===== config.mk =====
export PLATFORM = sky130hd
export DESIGN_NAME = rbcp_reset_ctrl
export DESIGN_NICKNAME = d
export VERILOG_FILES = /design/src/include/rbcp_pkg.sv /design/src/rtl/rbcp_reset_ctrl.sv /design/src/rtl/rbcp_sync.sv /design/src/rtl/rbcp_rst_sync.sv
export VERILOG_INCLUDE_DIRS = /design/src /design/src/include
export SDC_FILE = /design/constraint.sdc
export NUM_CORES = 1
export LEC_CHECK = 0
export BUFFER_PORTS_ARGS = -buffer_cell sky130_fd_sc_hd__buf_4
export CORE_MARGIN = 3
export CORE_UTILIZATION = 31
export CTS_CLUSTER_DIAMETER = 100
export DETAILED_ROUTE_END_ITERATION = 16
export PLACE_DENSITY = 0.72
export SYNTH_ARGS = -nofsm -noshare
export SYNTH_HDL_FRONTEND = slang
export SYNTH_SLANG_ARGS = --single-unit

===== constraint.sdc =====
create_clock -name core_clk -period 1.8 [get_ports core_clk]
set_clock_uncertainty 0.05 [all_clocks]
set_input_delay 0.27 -clock core_clk [delete_from_list [all_inputs] [get_ports core_clk]]
set_output_delay 0.27 -clock core_clk [all_outputs]
set_load 0.03 [all_outputs]

===== src/include/rbcp_map.svh =====
`ifndef RBCP_MAP_SVH
`define RBCP_MAP_SVH
// apb register byte offsets
`define RBCP_ADDR_W        8
`define RBCP_OFS_STATUS    8'h00
`define RBCP_OFS_CAUSE     8'h04
`define RBCP_OFS_CTRL      8'h08
// status register fields
`define RBCP_ST_BOD_UPPER  0
`define RBCP_ST_BOD_LOWER  1
`define RBCP_ST_LEVEL_LO   2
`define RBCP_ST_LEVEL_HI   3
`define RBCP_ST_JTAG       4
`define RBCP_ST_ISP        5
`define RBCP_ST_BOOTMAP    6
`define RBCP_ST_RUN        7
// reset cause fields, write one to clear
`define RBCP_CAUSE_EXT     0
`define RBCP_CAUSE_WDT     1
`define RBCP_CAUSE_POR     2
`define RBCP_CAUSE_BOD     3
// control fields
`define RBCP_CTRL_REINVOKE 0
`define RBCP_CTRL_UNMAP    1
// protection patterns held in the flash word
`define RBCP_PAT_ONE       32'h12345678
`define RBCP_PAT_TWO       32'h87654321
`define RBCP_PAT_THREE     32'h43218765
// programming commands
`define RBCP_CMD_READ      4'h0
`define RBCP_CMD_WRITE     4'h1
`define RBCP_CMD_ERASE_SEC 4'h2
`define RBCP_CMD_ERASE_ALL 4'h3
`define RBCP_CMD_GO        4'h4
// sequencing constants
`define RBCP_WAKE_CYCLES   256
`define RBCP_BOOT_ADDR     32'h00000000
`define RBCP_SECTOR_ZERO   8'h00
`endif


===== src/include/rbcp_pkg.sv =====
package rbcp_pkg;
  // reset release sequence
  typedef enum logic [2:0] {
    SEQ_HOLD,
    SEQ_COUNT,
    SEQ_FLASH,
    SEQ_RUN
  } rbcp_seq_t;
  // code read protection level
  typedef enum logic [1:0] {
    PROT_OFF,
    PROT_ONE,
    PROT_TWO,
    PROT_THREE
  } rbcp_level_t;
endpackage


===== src/rtl/rbcp_reset_ctrl.sv =====
// Overview of operation
// - merge pin, watchdog, power-on, brownout resets
// - asserted source restarts wake-up timer
// - hold reset until pin, oscillator, count, flash
// - release fetches from address zero, boot mapped
// - peripherals held reset until core released
// - upper brownout stage raises interrupt request
// - upper stage masked elsewhere, readable in status
// - lower brownout stage forces chip reset
// - brownout reset holds until power-on takes over
// - threshold levels arrive debounced, used directly
// - flash pattern picks level, else protection off
// - firmware programming calls always granted
// - level one: no jtag, no sector zero
// - level two: no jtag, erase all then write
// - level three: no jtag, isp only after firmware re-entry, pin ignored
//
// The address map and the APB interface to the registers were decided locally.
`include "rbcp_map.svh"

module rbcp_reset_ctrl #(
  parameter int WAKE_CYCLES = `RBCP_WAKE_CYCLES
) (
  input  wire logic        core_clk,
  input  wire logic        rst,
  // apb slave
  input  wire logic        psel,
  input  wire logic        penable,
  input  wire logic        pwrite,
  input  wire logic [7:0]  paddr,
  input  wire logic [31:0] pwdata,
  output logic      [31:0] prdata,
  output logic             pready,
  output logic             pslverr,
  // reset sources
  input  wire logic        extResetPinN,
  input  wire logic        watchdogReset,
  input  wire logic        porReset,
  input  wire logic        brownoutUpper,
  input  wire logic        brownoutLower,
  // release conditions
  input  wire logic        oscRunning,
  input  wire logic        flashInitDone,
  input  wire logic [31:0] flashProtectWord,
  input  wire logic        progEntryPinN,
  // programming requests
  input  wire logic        ispCmdValid,
  input  wire logic [3:0]  ispCmd,
  input  wire logic [7:0]  ispSector,
  input  wire logic        iapReq,
  // outputs
  output logic             coreReset,
  output logic             periphReset,
  output logic             flashInitStart,
  output logic [31:0]      bootFetchAddr,
  output logic             bootMapActive,
  output logic             brownoutIrq,
  output logic             jtagEnable,
  output logic             ispActive,
  output logic             ispGrant,
  output logic             ispDeny,
  output logic             iapGrant
);
  localparam int CW = $clog2(WAKE_CYCLES + 1);

  logic              srcAsync;      // raw merged reset source
  logic              rstHeld;       // synchronised reset hold
  logic [6:0]        pinSync;       // synchronised pin levels
  logic              extLowS;       // pin held low
  logic              wdtS;
  logic              porS;
  logic              bodUpS;
  logic              bodLowS;
  logic              oscS;
  logic              flashDoneS;
  logic              entryLowS;     // programming entry pin held low
  rbcp_pkg::rbcp_seq_t   seq_r;
  rbcp_pkg::rbcp_level_t level_r;
  rbcp_pkg::rbcp_level_t levelNxt;
  logic [CW-1:0]     wakeCnt_r;     // wake-up timer
  logic [3:0]        cause_r;       // sticky reset causes
  logic              reinvoke_r;    // firmware re-entered programming
  logic              erased_r;      // full erase seen at level two
  logic              ispOk;         // command allowed now
  logic              apbWr;
  logic              apbRd;
  logic              seqHold;

  // merged source drives the asynchronous assertion
  assign srcAsync = ~extResetPinN | watchdogReset | porReset | brownoutLower;

  rbcp_rst_sync uRstSync (
    .core_clk (core_clk),
    .srcAsync (srcAsync),
    .rstHeld  (rstHeld)
  );

  rbcp_sync #(.WIDTH(7)) uPinSync (
    .core_clk (core_clk),
    .rst      (rst),
    .asyncIn  ({~extResetPinN, watchdogReset, porReset, brownoutUpper,
                brownoutLower, oscRunning, ~progEntryPinN}),
    .syncOut  (pinSync)
  );

  // brownout levels are already hysteretic, no filter here
  assign extLowS   = pinSync[6];
  assign wdtS      = pinSync[5];
  assign porS      = pinSync[4];
  assign bodUpS    = pinSync[3];
  assign bodLowS   = pinSync[2];
  assign oscS      = pinSync[1];
  assign entryLowS = pinSync[0];

  // flash done is from a separate controller domain
  rbcp_sync #(.WIDTH(1)) uFlashSync (
    .core_clk (core_clk),
    .rst      (rst),
    .asyncIn  (flashInitDone),
    .syncOut  (flashDoneS)
  );

  assign seqHold = rst | rstHeld;
  assign apbWr   = psel & penable & pready & pwrite;
  assign apbRd   = psel & ~penable & ~pwrite;

  // protection level decode of the flash word
  always_comb
  begin
    case (flashProtectWord)
      `RBCP_PAT_ONE:   levelNxt = rbcp_pkg::PROT_ONE;
      `RBCP_PAT_TWO:   levelNxt = rbcp_pkg::PROT_TWO;
      `RBCP_PAT_THREE: levelNxt = rbcp_pkg::PROT_THREE;
      default:         levelNxt = rbcp_pkg::PROT_OFF;
    endcase
  end

  // release sequence
  always_ff @(posedge core_clk)
  begin
    if (seqHold)
    begin
      seq_r     <= rbcp_pkg::SEQ_HOLD;
      wakeCnt_r <= '0;
    end
    else
    begin
      case (seq_r)
        rbcp_pkg::SEQ_HOLD:
        begin
          // pin released and oscillator up
          if (!extLowS && oscS)
            seq_r <= rbcp_pkg::SEQ_COUNT;
        end
        rbcp_pkg::SEQ_COUNT:
        begin
          // fixed clock count
          if (wakeCnt_r == CW'(WAKE_CYCLES - 1))
            seq_r <= rbcp_pkg::SEQ_FLASH;
          wakeCnt_r <= wakeCnt_r + 1'b1;
        end
        rbcp_pkg::SEQ_FLASH:
        begin
          // flash initialisation finished
          if (flashDoneS)
            seq_r <= rbcp_pkg::SEQ_RUN;
        end
        rbcp_pkg::SEQ_RUN:
          seq_r <= rbcp_pkg::SEQ_RUN;
        default:
          seq_r <= rbcp_pkg::SEQ_HOLD;
      endcase
    end
  end

  // flash init start pulse on entry to flash wait
  always_ff @(posedge core_clk)
  begin
    if (seqHold)
      flashInitStart <= 1'b0;
    else
      flashInitStart <= (seq_r == rbcp_pkg::SEQ_COUNT)
                        && (wakeCnt_r == CW'(WAKE_CYCLES - 1));
  end

  // core reset: asserted at once, released by the sequence
  always_ff @(posedge core_clk or posedge srcAsync)
  begin
    if (srcAsync)
      coreReset <= 1'b1;
    else
      coreReset <= seqHold | (seq_r != rbcp_pkg::SEQ_RUN);
  end

  // peripherals leave reset with the core
  always_ff @(posedge core_clk or posedge srcAsync)
  begin
    if (srcAsync)
      periphReset <= 1'b1;
    else
      periphReset <= seqHold | (seq_r != rbcp_pkg::SEQ_RUN);
  end

  // fetch address and boot block mapping
  always_ff @(posedge core_clk)
  begin
    if (seqHold)
    begin
      bootFetchAddr <= `RBCP_BOOT_ADDR;
      bootMapActive <= 1'b1;
    end
    else if (apbWr && paddr == `RBCP_OFS_CTRL && pwdata[`RBCP_CTRL_UNMAP])
      bootMapActive <= 1'b0;
  end

  // protection level captured when flash is ready
  always_ff @(posedge core_clk)
  begin
    if (seqHold)
      level_r <= rbcp_pkg::PROT_OFF;
    else if (seq_r == rbcp_pkg::SEQ_FLASH && flashDoneS)
      level_r <= levelNxt;
  end

  // jtag only without protection
  always_ff @(posedge core_clk)
  begin
    if (seqHold)
      jtagEnable <= 1'b0;
    else
      jtagEnable <= (seq_r == rbcp_pkg::SEQ_RUN)
                    && (level_r == rbcp_pkg::PROT_OFF);
  end

  // firmware re-entry of the programming path
  always_ff @(posedge core_clk)
  begin
    if (seqHold)
      reinvoke_r <= 1'b0;
    else if (apbWr && paddr == `RBCP_OFS_CTRL && pwdata[`RBCP_CTRL_REINVOKE])
      reinvoke_r <= 1'b1;
  end

  // programming mode: entry pin at boot, or firmware
  always_ff @(posedge core_clk)
  begin
    if (seqHold)
      ispActive <= 1'b0;
    else if (seq_r == rbcp_pkg::SEQ_FLASH && flashDoneS)
      ispActive <= entryLowS && (levelNxt != rbcp_pkg::PROT_THREE);
    else if (reinvoke_r)
      ispActive <= 1'b1;
  end

  // command filter per protection level
  always_comb
  begin
    ispOk = 1'b0;
    case (level_r)
      rbcp_pkg::PROT_OFF:
        ispOk = 1'b1;
      rbcp_pkg::PROT_ONE:
        // limited set, sector zero untouched
        ispOk = ((ispCmd == `RBCP_CMD_WRITE || ispCmd == `RBCP_CMD_ERASE_SEC)
                 && ispSector != `RBCP_SECTOR_ZERO)
                || ispCmd == `RBCP_CMD_GO;
      rbcp_pkg::PROT_TWO:
        // full erase, then update
        ispOk = (ispCmd == `RBCP_CMD_ERASE_ALL)
                || (ispCmd == `RBCP_CMD_WRITE && erased_r);
      rbcp_pkg::PROT_THREE:
        // only after firmware re-entry
        ispOk = reinvoke_r;
      default:
        ispOk = 1'b0;
    endcase
  end

  // erase-all tracking for level two
  always_ff @(posedge core_clk)
  begin
    if (seqHold)
      erased_r <= 1'b0;
    else if (ispCmdValid && ispActive && ispOk && ispCmd == `RBCP_CMD_ERASE_ALL)
      erased_r <= 1'b1;
  end

  // grant or deny pulse per command
  always_ff @(posedge core_clk)
  begin
    if (seqHold)
    begin
      ispGrant <= 1'b0;
      ispDeny  <= 1'b0;
    end
    else
    begin
      ispGrant <= ispCmdValid && ispActive && ispOk;
      ispDeny  <= ispCmdValid && !(ispActive && ispOk);
    end
  end

  // firmware calls pass at every level
  always_ff @(posedge core_clk)
  begin
    if (seqHold)
      iapGrant <= 1'b0;
    else
      iapGrant <= iapReq;
  end

  // upper brownout stage to the interrupt controller
  always_ff @(posedge core_clk)
  begin
    if (rst)
      brownoutIrq <= 1'b0;
    else
      brownoutIrq <= bodUpS;
  end

  // sticky reset causes, set beats write-one-to-clear
  always_ff @(posedge core_clk)
  begin
    if (rst)
      cause_r <= '0;
    else
    begin
      for (int b = 0; b < 4; b++)
      begin
        if (apbWr && paddr == `RBCP_OFS_CAUSE && pwdata[b])
          cause_r[b] <= 1'b0;
      end
      if (extLowS)
        cause_r[`RBCP_CAUSE_EXT] <= 1'b1;
      if (wdtS)
        cause_r[`RBCP_CAUSE_WDT] <= 1'b1;
      if (porS)
        cause_r[`RBCP_CAUSE_POR] <= 1'b1;
      if (bodLowS)
        cause_r[`RBCP_CAUSE_BOD] <= 1'b1;
    end
  end

  // apb ready: zero-wait, registered from the setup cycle, high in the access cycle
  always_ff @(posedge core_clk)
  begin
    if (rst)
      pready <= 1'b0;
    else
      pready <= psel & ~penable;
  end

  // apb error for unmapped offsets
  always_ff @(posedge core_clk)
  begin
    if (rst)
      pslverr <= 1'b0;
    else
      pslverr <= psel & ~penable
                 & (paddr != `RBCP_OFS_STATUS)
                 & (paddr != `RBCP_OFS_CAUSE)
                 & (paddr != `RBCP_OFS_CTRL);
  end

  // apb read data captured in the setup cycle
  always_ff @(posedge core_clk)
  begin
    if (rst)
      prdata <= '0;
    else if (apbRd)
    begin
      prdata <= '0;
      case (paddr)
        `RBCP_OFS_STATUS:
        begin
          prdata[`RBCP_ST_BOD_UPPER] <= bodUpS;
          prdata[`RBCP_ST_BOD_LOWER] <= bodLowS;
          prdata[`RBCP_ST_LEVEL_HI:`RBCP_ST_LEVEL_LO] <= level_r;
          prdata[`RBCP_ST_JTAG]      <= jtagEnable;
          prdata[`RBCP_ST_ISP]       <= ispActive;
          prdata[`RBCP_ST_BOOTMAP]   <= bootMapActive;
          prdata[`RBCP_ST_RUN]       <= (seq_r == rbcp_pkg::SEQ_RUN);
        end
        `RBCP_OFS_CAUSE:
          prdata[`RBCP_CAUSE_BOD:`RBCP_CAUSE_EXT] <= cause_r;
        `RBCP_OFS_CTRL:
          prdata[`RBCP_CTRL_REINVOKE] <= reinvoke_r;
        default:
          prdata <= '0;
      endcase
    end
  end
endmodule // rbcp_reset_ctrl


===== src/rtl/rbcp_sync.sv =====
// two flip-flop level synchroniser, one lane per bit
module rbcp_sync #(
  parameter int WIDTH = 1
) (
  input  wire logic             core_clk,
  input  wire logic             rst,
  input  wire logic [WIDTH-1:0] asyncIn,
  output logic      [WIDTH-1:0] syncOut
);
  logic [WIDTH-1:0] meta_r; // first stage, read only by second

  genvar i;
  generate
    for (i = 0; i < WIDTH; i++)
    begin : gLane
      // per bit double register
      always_ff @(posedge core_clk)
      begin
        if (rst)
        begin
          meta_r[i]  <= 1'b0;
          syncOut[i] <= 1'b0;
        end
        else
        begin
          meta_r[i]  <= asyncIn[i];
          syncOut[i] <= meta_r[i];
        end
      end
    end
  endgenerate
endmodule // rbcp_sync


===== src/rtl/rbcp_rst_sync.sv =====
// reset hold: asserts at once, releases two edges after the source drops
module rbcp_rst_sync (
  input  wire logic core_clk,
  input  wire logic srcAsync,
  output logic      rstHeld
);
  logic stage_r; // first stage, read only by second

  // asynchronous set, synchronous release
  always_ff @(posedge core_clk or posedge srcAsync)
  begin
    if (srcAsync)
    begin
      stage_r <= 1'b1;
      rstHeld <= 1'b1;
    end
    else
    begin
      stage_r <= 1'b0;
      rstHeld <= stage_r;
    end
  end
endmodule // rbcp_rst_sync


==> results.yml, run 1 <==
status:
  outcome: "completed"
synthesis:
  synth_cell_type_count: 59
  synth.yosys.seq_area_share_pct: 41.22
  synth_edf_count: 0
  syn_inst: 298
  postSynth.asyncResetShare_pct: 5.357
  synth_area_um2: 2765
  syn-mean-instance-area_um2: 9.279
  yosys_most_used_dff: "sky130_fd_sc_hd__dfxtp_1"
  ys_ff_latch: 56
  synth-warning-count: 0
floorplan:
  fp.dieArea_um2: 10090
  initial_utilization_pct: 32.83
  number_of_placement_rows: 33
  floorplan.io_pins: 175
  floorplan.die.height_um: 100.4
  floorplan.die.width_um: 100.4
  fp.coreArea_um2: 8423
global_routing:
  groute.layer.met1.usage_pct: 13.72
  grt.met3_usage_pct: 2.571
  globalRouteOverflowTotal: 0
  global_route.usage.total_pct: 11.20
  grt_max_degree: 27
  gr-usage-met2_pct: 19.42
  global_route_wire_length_before_repair_um: 9156
  grt_antenna_before_repair: 0
  top_usage_layer: "met2"
  via_count_of_the_first_global_routing_pass: 1976
placed_design:
  post-dp-hpwl_um: 4845
  globalplace.congestion: 0.8389
  portBuffers: 90
  place_inst: 486
timing:
  finalSetupViolCount: 0
  finalSetupTns_ps: 0
  max-slew-margin-rel_pct: 58.42
  worst_slew_pin_slew_ps: 615.0
  maxClockFrequency_mhz: 612.7
  rsz0062_at_grt: "false"
  finalMaxSlewViolations: 0
  hold_viol: 0
  crit_share_post_route_pct: 90.67
  timing.hold.ws_ps: 64.51
  period_minus_slack_ps: 1632
pwr:
  power.density_cell_area_nw_per_um2: 724.5
  leakage_nw: 1.497
  worst_vdd_drop_mv: 0.3785
job:
  drv_cap: 0
finish:
  layout_cell_share_with_drive_strength_beyond_1_pct: 31.62
  antenna_cells_inserted: 0
  num-fill-cells: 839
  register_area_um2: 1140
  stdcell_count: 494
  synth_to_final_area_change_pct: 24.89
  multi_input_comb_area_um2: 1353
  design.final.nets: 489
  layout.core_utilization_pct: 41.00
critical_path:
  critical_path_arrival_ps: 1820
  req_time_crit_path_ps: 1990
  worst_path_class_setup: "reg2reg"
  cp_max_fo: 4
  worstSetupEndpointType: "register"
  setup.worst_path.start_class: "register"
cts:
  ctsRootBufferMaster: "sky130_fd_sc_hd__clkbuf_8"
  cts_tree: "yes"
  h-tree-depth: 2
  clk-insertion-delay-late_ps: 300
  tritoncts_num_sinks: 56
  clockBufferDepth: 2
  clk_pin_slew_worst_paths_ps: 100
  numCtsBuffers: 5
  post-cts-setup-buffers: 0
detailed_routing:
  num_vias: 2194
  dr.first_iter.drc_count: 46
  drcViolationCount: 0
  avgRoutedWirePerCell_um: 11.98
  drt_first_pass_iters: 4
  detail_route.vias_per_cell: 4.441
  totalWireLength_um: 5917
  antenna_violating_nets_post_route: 0
worst_hold_path:
  holdCritPathClass: "in2reg"
==> sequential cells by signal (all words and copies together) (netlist names), 2 cells and up <==
register          flops
uPinSync.meta_r       7
uPinSync.syncOut      7
level_r               2
cause_r               4
wakeCnt_r             9
seq_r                 2
prdata                8
==> synthesized netlist by cell type, types with 5 or more instances <==
library cell                n  share of area [%]
sky130_fd_sc_hd__a21oi_1    9                1.6
sky130_fd_sc_hd__and3_1     5                1.1
sky130_fd_sc_hd__buf_4     57                 15
sky130_fd_sc_hd__clkbuf_1   7               0.95
sky130_fd_sc_hd__dfxtp_1   53                 38
sky130_fd_sc_hd__nand2_1   13                1.8
sky130_fd_sc_hd__nand3_1    9                1.6
sky130_fd_sc_hd__nand4_1    5                1.1
sky130_fd_sc_hd__nor2_1    27                3.7
sky130_fd_sc_hd__nor2b_1   17                3.8
sky130_fd_sc_hd__nor3_1     5               0.90
sky130_fd_sc_hd__nor4_1     7                1.6
sky130_fd_sc_hd__or2_2      6                1.4
sky130_fd_sc_hd__xor2_1     6                1.9
==> power by group <==
group / total (mW) / switching [mW] / internal, mW
Sequential: 1.28 / 0.0114 / 1.27
Combinational: 0.398 / 0.251 / 0.146
Clock: 0.823 / 0.404 / 0.419
Total: 2.50 / 0.667 / 1.84
==> metal layers <==
metal  routed length, um  vias up
met1                2456      999
li1                    -     1099
met2                2928       89
met3                 458        7
met4                  74        0
met5                   0        -
==> logic make-up (layout without fill, tap and decap cells) <==
family | Yosys count | in the layout | share of synthesized area (%)
compound gates | 31 | 31 | 7.693
xor+xnor | 8 | 8 | 2.534
fa+ha+maj | 2 | 2 | 0.9048
buf+inv | 70 | 105 | 17.56
flops | 56 | 56 | 41.22
mux | 5 | 5 | 1.946
other cells | 1 | 57 | 0.1356
simple gates | 125 | 125 | 28.01
==> placed cells by master (no fill, tap or decap), drive strengths merged, types with 2 or more instances in the layout <==
master  Yosys  routed
a21oi       9       9
xnor2       2       2
xor2        6       6
mux2i       2       2
and4b       3       3
nor3        6       6
nor2       27      27
dfxtp      53      53
mux2        3       3
nor2b      17      17
or4         2       2
and3        5       5
a22oi       4       4
nand4       5       5
nand2b      4       4
ha          2       2
o21ai       5       5
nand3b      2       2
dfstp       3       3
o311ai      2       2
clkinv      0       2
or2         6       6
or4bb       2       2
nand2      13      13
conb        1      57
inv         4       4
or4b        3       3
a211oi      2       2
clkbuf      7       5
nand4b      2       2
nor4b       2       2
nand3       9       9
buf        59      93
nor4       10      10
==> final timing paths <==
check                                  from            endpoint  slack [ps]  cells after the start
setup / recovery               wakeCnt_r[0]            seq_r[0]         170                      6
hold / removal                progEntryPinN  uPinSync.meta_r[0]          60                      2
setup reg to reg               wakeCnt_r[0]            seq_r[0]         170                      6
hold reg to reg            uRstSync.stage_r    uRstSync.rstHeld         310                      0
max in group asynchronous     watchdogReset         periphReset        1200                      2
min in group asynchronous      extResetPinN    uRstSync.stage_r         380                      2
==> timing repair <==
action / CTS / global route
hold buffers: 0 / 0
setup endpoints to repair: 0 / 1
gates resized for setup: 0 / 1
==> critical path, stage by stage (launching register included) <==
cell                      delay [ps]
sky130_fd_sc_hd__dfxtp_1         340
sky130_fd_sc_hd__ha_2            210
sky130_fd_sc_hd__and3_1          180
sky130_fd_sc_hd__and3_1          170
sky130_fd_sc_hd__ha_1            210
sky130_fd_sc_hd__a211o_1         290
sky130_fd_sc_hd__a21oi_1         120
==> per-stage QoR <==
stage / worst slack (ps) / power, mW / cell area (um^2)
finish: 168.0 / 2.502 / 3453
global route: 39.25 / 2.616 / 3453
CTS: 117.1 / 2.530 / 3451
detailed placement: 61.65 / 1.706 / 3334
global placement: 76.78 / 1.699 / 3334
floorplan: 243.1 / 1.646 / 2975
==> final cells by class <==
cell class	count	share of cell area [%]
Clock buffer	5	1.993
Clock inverter	3	1.377
Multi-Input combinational cell	228	39.17
Sequential cell	56	33.01
Timing Repair Buffer	93	20.22
Tap cell	105	3.804
Inverter	4	0.4348
No activity file was read; power rests on OpenSTA's default activity.
==> run 2, diff against run 1 <==
--- a/config.mk
+++ b/config.mk
@@ -7,11 +7,14 @@
 export NUM_CORES = 1
 export LEC_CHECK = 0
 export BUFFER_PORTS_ARGS = -buffer_cell sky130_fd_sc_hd__buf_4
+export CELL_PAD_IN_SITES_DETAIL_PLACEMENT = 0
+export CELL_PAD_IN_SITES_GLOBAL_PLACEMENT = 1
 export CORE_MARGIN = 3
 export CORE_UTILIZATION = 31
+export CTS_BUF_LIST = sky130_fd_sc_hd__clkbuf_8
 export CTS_CLUSTER_DIAMETER = 100
 export DETAILED_ROUTE_END_ITERATION = 16
-export PLACE_DENSITY = 0.72
+export PLACE_DENSITY = 0.94
 export SYNTH_ARGS = -nofsm -noshare
 export SYNTH_HDL_FRONTEND = slang
 export SYNTH_SLANG_ARGS = --single-unit
==> run 2 against run 1 <==
  * Sequential power about the same
  * Sequential share of layout area up 0.27 points
  * Critical path depth unchanged
  * Clock-buffer cell count unchanged
  * Non-clock buffer count unchanged
  * Global-route usage up 0.17 points
  * Register-to-register slack worse by 40 ps
  * Via count about the same
  * Routed wire length down 0.29%
  * Clock power down 16%
  * Highest routed layer unchanged
==> results.yml, run 2 (synthesis results as in run 1) <==
status:
  outcome: "completed"
finish:
  stdcell_count: 494
  largest_registers: "wakeCnt_r x9, prdata x8"
  design.final.nets: 489
  antenna_cells_inserted: 0
  layout_cell_share_with_drive_strength_beyond_1_pct: 31.36
  layout.cells.most_common: "sky130_fd_sc_hd__buf_4"
  regMostFlops: "wakeCnt_r"
  synth_to_final_area_change_pct: 23.89
  most-common-layout-cells: "sky130_fd_sc_hd__buf_4 (93), sky130_fd_sc_hd__conb_1 (57), sky130_fd_sc_hd__dfxtp_1 (53)"
  largest_reg_flops: 9
detailed_routing:
  drcViolationCount: 0
  dr.first_iter.drc_count: 97
  avgRoutedWirePerCell_um: 11.94
  detail_route.vias_per_cell: 4.443
  antenna_violating_nets_post_route: 0
  drt_first_pass_iters: 4
  totalWireLength_um: 5900
  num_vias: 2195
timing:
  hold_viol: 0
  rsz0062_at_grt: "false"
  timing.hold.ws_ps: 39.21
  worst_slew_pin_slew_ps: 705.0
  finalMaxSlewViolations: 0
  post-route-worst-setup-slack_ps: 126.4
  finalSetupViolCount: 0
  max-slew-margin-rel_pct: 52.34
  maxClockFrequency_mhz: 597.5
  crit_share_post_route_pct: 92.98
  period_minus_slack_ps: 1674
  finalSetupTns_ps: 0
critical_path:
  worstSetupEndpointType: "register"
  worst_path_class_setup: "reg2reg"
  cell_with_the_largest_stage_delay_on_the_worst_path: "sky130_fd_sc_hd__dfxtp_1"
  reg2reg_from: "wakeCnt_r[0]"
  setup.worst_path.start_class: "register"
  ff2ff_setup_slack_ps: 130
  cp_peak_stage_delay_ps: 340
  cp_max_fo: 4
  crit_family: "adder cells"
  critical_path.cell_chain: "ha_1 -> and3_1 -> and3_1 -> ha_1 -> a211o_1 -> a21oi_1"
  worst_r2r_path_depth: 6
  critical_path_arrival_ps: 1880
  req_time_crit_path_ps: 2000
  crit_buf_inv: 0
  r2r_end: "seq_r[0]"
cts:
  clk_pin_slew_worst_paths_ps: 100
  postCtsResizedCells: 0
  numCtsBuffers: 5
  clk-insertion-delay-late_ps: 310
  ctsRootBufferMaster: "sky130_fd_sc_hd__clkbuf_8"
  tritoncts_num_sinks: 56
  h-tree-depth: 2
  cts_hold_repair.buffers: 0
  clockBufferDepth: 2
  cts_tree: "yes"
  post-cts-setup-buffers: 0
floorplan:
  fp.coreArea_um2: 8423
  fp.dieArea_um2: 10090
  floorplan.io_pins: 175
  floorplan.die.height_um: 100.4
  floorplan.die.width_um: 100.4
  number_of_placement_rows: 33
  initial_utilization_pct: 32.83
worst_hold_path:
  hp-start: "progEntryPinN"
  min_delay_worst_endpoint: "uPinSync.meta_r[0]"
  hold_depth: 2
  holdCritPathClass: "in2reg"
placed_design:
  place_inst: 486
  portBuffers: 90
  globalplace.congestion: 0.7762
  post_place_worst_slack_ps: 25.04
  post-dp-hpwl_um: 4841
global_routing:
  grt_antenna_before_repair: 0
  groute.layer.met1.usage_pct: 14.06
  grt_max_degree: 31
  global_route.usage.total_pct: 11.37
  global_route_wire_length_before_repair_um: 9259
  via_count_of_the_first_global_routing_pass: 2041
  globalRouteOverflowTotal: 0
  gr-usage-met2_pct: 18.86
  top_usage_layer: "met2"
  grt.met3_usage_pct: 3.336
pwr:
  p_int_mw: 1.695
  logic_pwr_share_pct: 16.7
  total_switching_power_mw: 0.6757
  p_sw_share_pct: 28.50
  pwr-share-clk_pct: 29.3
  power.density_cell_area_nw_per_um2: 692.0
  worst_vdd_drop_mv: 0.2750
  power.share.sequential_pct: 54.0
  leakage_nw: 1.490
job:
  drv_cap: 0
## run 2: power groups by stage
stage / clock (mW) / sequential [mW] / combinational [mW]
floorplan: 0 / 1.31 / 0.332
global placement: 0 / 1.31 / 0.390
detailed placement: 0 / 1.31 / 0.396
CTS: 0.704 / 1.28 / 0.396
global route: 0.756 / 1.28 / 0.428
finish: 0.693 / 1.28 / 0.397
## run 2: through the flow
stage | area [um^2] | total power, mW | utilization [%]
2_1_floorplan | 2975 | 1.646 | -
3_3_place_gp | 3334 | 1.698 | 39.59
3_5_place_dp | 3334 | 1.704 | 39.59
4_1_cts | 3426 | 2.381 | 40.67
5_1_grt | 3426 | 2.468 | 40.67
6_report | 3426 | 2.371 | 40.67
## run 2: routing by layer
layer	routed length, um	share of wire, %
met5	0	0
met4	76	1.3
met3	600	10
met2	2745	47
met1	2478	42
## run 2: layout make-up
cell class,instances,area (um^2)
fill,845,4997
multi-input combinational,228,1350
sequential,56,1140
timing repair buffer,93,698.2
tap,105,131.4
clock buffer,5,68.82
clock inverter,3,22.52
inverter,4,15.01
## run 2: worst reg2reg max path: stages (launching register included)
cell                      delay [ps]
sky130_fd_sc_hd__dfxtp_1         340
sky130_fd_sc_hd__ha_1            240
sky130_fd_sc_hd__and3_1          180
sky130_fd_sc_hd__and3_1          170
sky130_fd_sc_hd__ha_1            220
sky130_fd_sc_hd__a211o_1         300
sky130_fd_sc_hd__a21oi_1         110
## run 2: worst max path at each step
stage / slack (ps) / depth (start not counted) / from / end
final: 130 / 6 / wakeCnt_r[0] / seq_r[0]
after CTS: 120 / 6 / wakeCnt_r[0] / seq_r[0]
after global routing: 50 / 6 / wakeCnt_r[0] / seq_r[0]
after global placement: 50 / 5 / flashProtectWord[13] / ispActive
after detailed placement: 30 / 5 / flashProtectWord[13] / ispActive
after floorplan: 240 / 6 / wakeCnt_r[0] / seq_r[0]
==> run 3, diff against run 2 <==
--- a/config.mk
+++ b/config.mk
@@ -6,6 +6,7 @@
 export SDC_FILE = /design/constraint.sdc
 export NUM_CORES = 1
 export LEC_CHECK = 0
+export ABC_CLOCK_PERIOD_IN_PS = 1800
 export BUFFER_PORTS_ARGS = -buffer_cell sky130_fd_sc_hd__buf_4
 export CELL_PAD_IN_SITES_DETAIL_PLACEMENT = 0
 export CELL_PAD_IN_SITES_GLOBAL_PLACEMENT = 1
@@ -15,6 +16,7 @@
 export CTS_CLUSTER_DIAMETER = 100
 export DETAILED_ROUTE_END_ITERATION = 16
 export PLACE_DENSITY = 0.94
+export SLEW_MARGIN = 20
 export SYNTH_ARGS = -nofsm -noshare
 export SYNTH_HDL_FRONTEND = slang
 export SYNTH_SLANG_ARGS = --single-unit
==> constraint.sdc (replaced) <==
create_clock -name core_clk -period 1.8 [get_ports core_clk]
set_clock_uncertainty 0.05 [all_clocks]
set_input_delay 0.18 -clock core_clk [delete_from_list [all_inputs] [get_ports core_clk]]
set_output_delay 0.18 -clock core_clk [all_outputs]
set_load 0.03 [all_outputs]
==> run 3 against run 2 <==
  * Sequential power about the same
  * Critical path type unchanged
  * Non-clock buffer count is 1 higher
  * Clock power down 1%
==> results.yml, run 3 (synthesis results as in run 1) <==
status:
  outcome: "completed"
timing:
  hold_viol: 0
  timing.hold.ws_ps: 21.28
  finalSetupViolCount: 0
  finalMaxSlewViolations: 0
  worst_slew_pin_slew_ps: 598.4
  max-slew-margin-rel_pct: 59.54
  finalSetupTns_ps: 0
  period_minus_slack_ps: 1684
  rsz0062_at_grt: "false"
  crit_share_post_route_pct: 93.57
  maxClockFrequency_mhz: 593.7
floorplan:
  fp.coreArea_um2: 8423
  floorplan.die.height_um: 100.4
  fp.dieArea_um2: 10090
  floorplan.die.width_um: 100.4
  initial_utilization_pct: 32.83
  floorplan.io_pins: 175
  number_of_placement_rows: 33
critical_path:
  worst_r2r_path_depth: 6
  ff2ff_setup_slack_ps: 120
  critical_path.cell_chain: "ha_1 -> and3_1 -> and3_1 -> ha_1 -> a211o_1 -> a21oi_1"
  critical_path.startpoint: "wakeCnt_r[0]"
  worstSetupEndpointType: "register"
  r2r_end: "seq_r[0]"
  critical_path_arrival_ps: 1880
  crit_family: "adder cells"
  cell_with_the_largest_stage_delay_on_the_worst_path: "sky130_fd_sc_hd__dfxtp_1"
  endpoint: "seq_r[0]"
  cp_peak_stage_delay_ps: 340
  reg2reg_from: "wakeCnt_r[0]"
  setup.worst_path.start_class: "register"
  crit_buf_inv: 0
  cp_max_fo: 4
  worst_path_class_setup: "reg2reg"
  crit_cells: 6
  req_time_crit_path_ps: 1990
job:
  drv_cap: 0
worst_hold_path:
  hold_depth: 2
  holdCritPathClass: "in2reg"
detailed_routing:
  drt_first_pass_iters: 4
  totalWireLength_um: 5789
  antenna_violating_nets_post_route: 0
  drcViolationCount: 0
  dr.first_iter.drc_count: 91
  detail_route.vias_per_cell: 4.384
  num_vias: 2170
  avgRoutedWirePerCell_um: 11.69
cts:
  h-tree-depth: 2
  post-cts-setup-buffers: 0
  cts_hold_repair.buffers: 2
  cts_tree: "yes"
  clockBufferDepth: 2
  ctsRootBufferMaster: "sky130_fd_sc_hd__clkbuf_8"
  clk-insertion-delay-late_ps: 310
  postCtsResizedCells: 0
  numCtsBuffers: 5
  clk_pin_slew_worst_paths_ps: 100
  tritoncts_num_sinks: 56
finish:
  synth_to_final_area_change_pct: 24.39
  antenna_cells_inserted: 0
  layout.cells.most_common: "sky130_fd_sc_hd__buf_4"
  regMostFlops: "wakeCnt_r"
  largest_reg_flops: 9
  layout_cell_share_with_drive_strength_beyond_1_pct: 31.03
  largest_registers: "wakeCnt_r x9, prdata x8"
  design.final.nets: 490
  finalInstanceArea_um2: 3440
  stdcell_count: 495
  most-common-layout-cells: "sky130_fd_sc_hd__buf_4 (92), sky130_fd_sc_hd__conb_1 (57), sky130_fd_sc_hd__dfxtp_1 (53)"
pwr:
  power.density_cell_area_nw_per_um2: 686.3
  leakage_nw: 1.485
  worst_vdd_drop_mv: 0.3306
global_routing:
  grt_antenna_before_repair: 0
  globalRouteOverflowTotal: 0
  grt_max_degree: 33
  via_count_of_the_first_global_routing_pass: 2058
  global_route_wire_length_before_repair_um: 9356
  global_route.usage.total_pct: 11.45
placed_design:
  portBuffers: 90
  globalplace.congestion: 0.7890
  post-dp-hpwl_um: 4747
  place_inst: 485
  placed_instance_area_um2: 3327
[run 3: cell count changes in the layout (fill, tap and decap cells not counted)]
cell	previous run	this run
sky130_fd_sc_hd__dlygate4sd3_1	0	2
sky130_fd_sc_hd__clkinv_2	1	0
sky130_fd_sc_hd__inv_6	1	0
sky130_fd_sc_hd__clkinvlp_4	0	2
sky130_fd_sc_hd__buf_4	93	92
[run 3: worst reg2reg max path: stages (launching register included)]
cell	delay, ps
sky130_fd_sc_hd__dfxtp_1	340
sky130_fd_sc_hd__ha_1	250
sky130_fd_sc_hd__and3_1	190
sky130_fd_sc_hd__and3_1	180
sky130_fd_sc_hd__ha_1	210
sky130_fd_sc_hd__a211o_1	290
sky130_fd_sc_hd__a21oi_1	110
[run 3: cell type report]
type / count / area [um^2]
fill: 863 / 4984
timing repair buffer: 94 / 710.7
tap: 105 / 131.4
inverter: 4 / 15.01
clock buffer: 5 / 68.82
sequential: 56 / 1140
multi-input combinational: 228 / 1350
clock inverter: 3 / 23.77
[run 3: metal layers]
layer / global-route usage, % / routed length (um) / vias up
li1: - / - / 1101
met1: 14.50 / 2424 / 947
met2: 19.27 / 2721 / 117
met3: 2.154 / 563 / 5
met4: 4.352 / 80 / 0
met5: 0 / 0 / -
[run 3: worst min-delay path by stage]
stage	start	to	slack, ps
after floorplan	progEntryPinN	uPinSync.meta_r[0]	200
after global placement	progEntryPinN	uPinSync.meta_r[0]	280
after detailed placement	progEntryPinN	uPinSync.meta_r[0]	290
after CTS	pwdata[0]	cause_r[0]	6
after global routing	flashInitDone	uFlashSync.meta_r	20
final	iapReq	iapGrant	20
[run 3: stage by stage]
stage          worst slack [ps]  util [%]  power [mW]
2_1_floorplan             243.1         -       1.646
3_3_place_gp              144.8     39.50       1.695
3_5_place_dp              123.3     39.50       1.702
4_1_cts                   113.9     40.83       2.394
5_1_grt                   39.84     40.83       2.465
6_report                  115.7     40.83       2.361
[run 3: where the power goes]
part | switching [mW] | leakage [nW] | total, mW | internal [mW]
Sequential | 0.0108 | 0.463 | 1.28 | 1.27
Combinational | 0.250 | 0.982 | 0.397 | 0.147
Clock | 0.407 | 0.0404 | 0.683 | 0.276
Total | 0.668 | 1.49 | 2.36 | 1.69
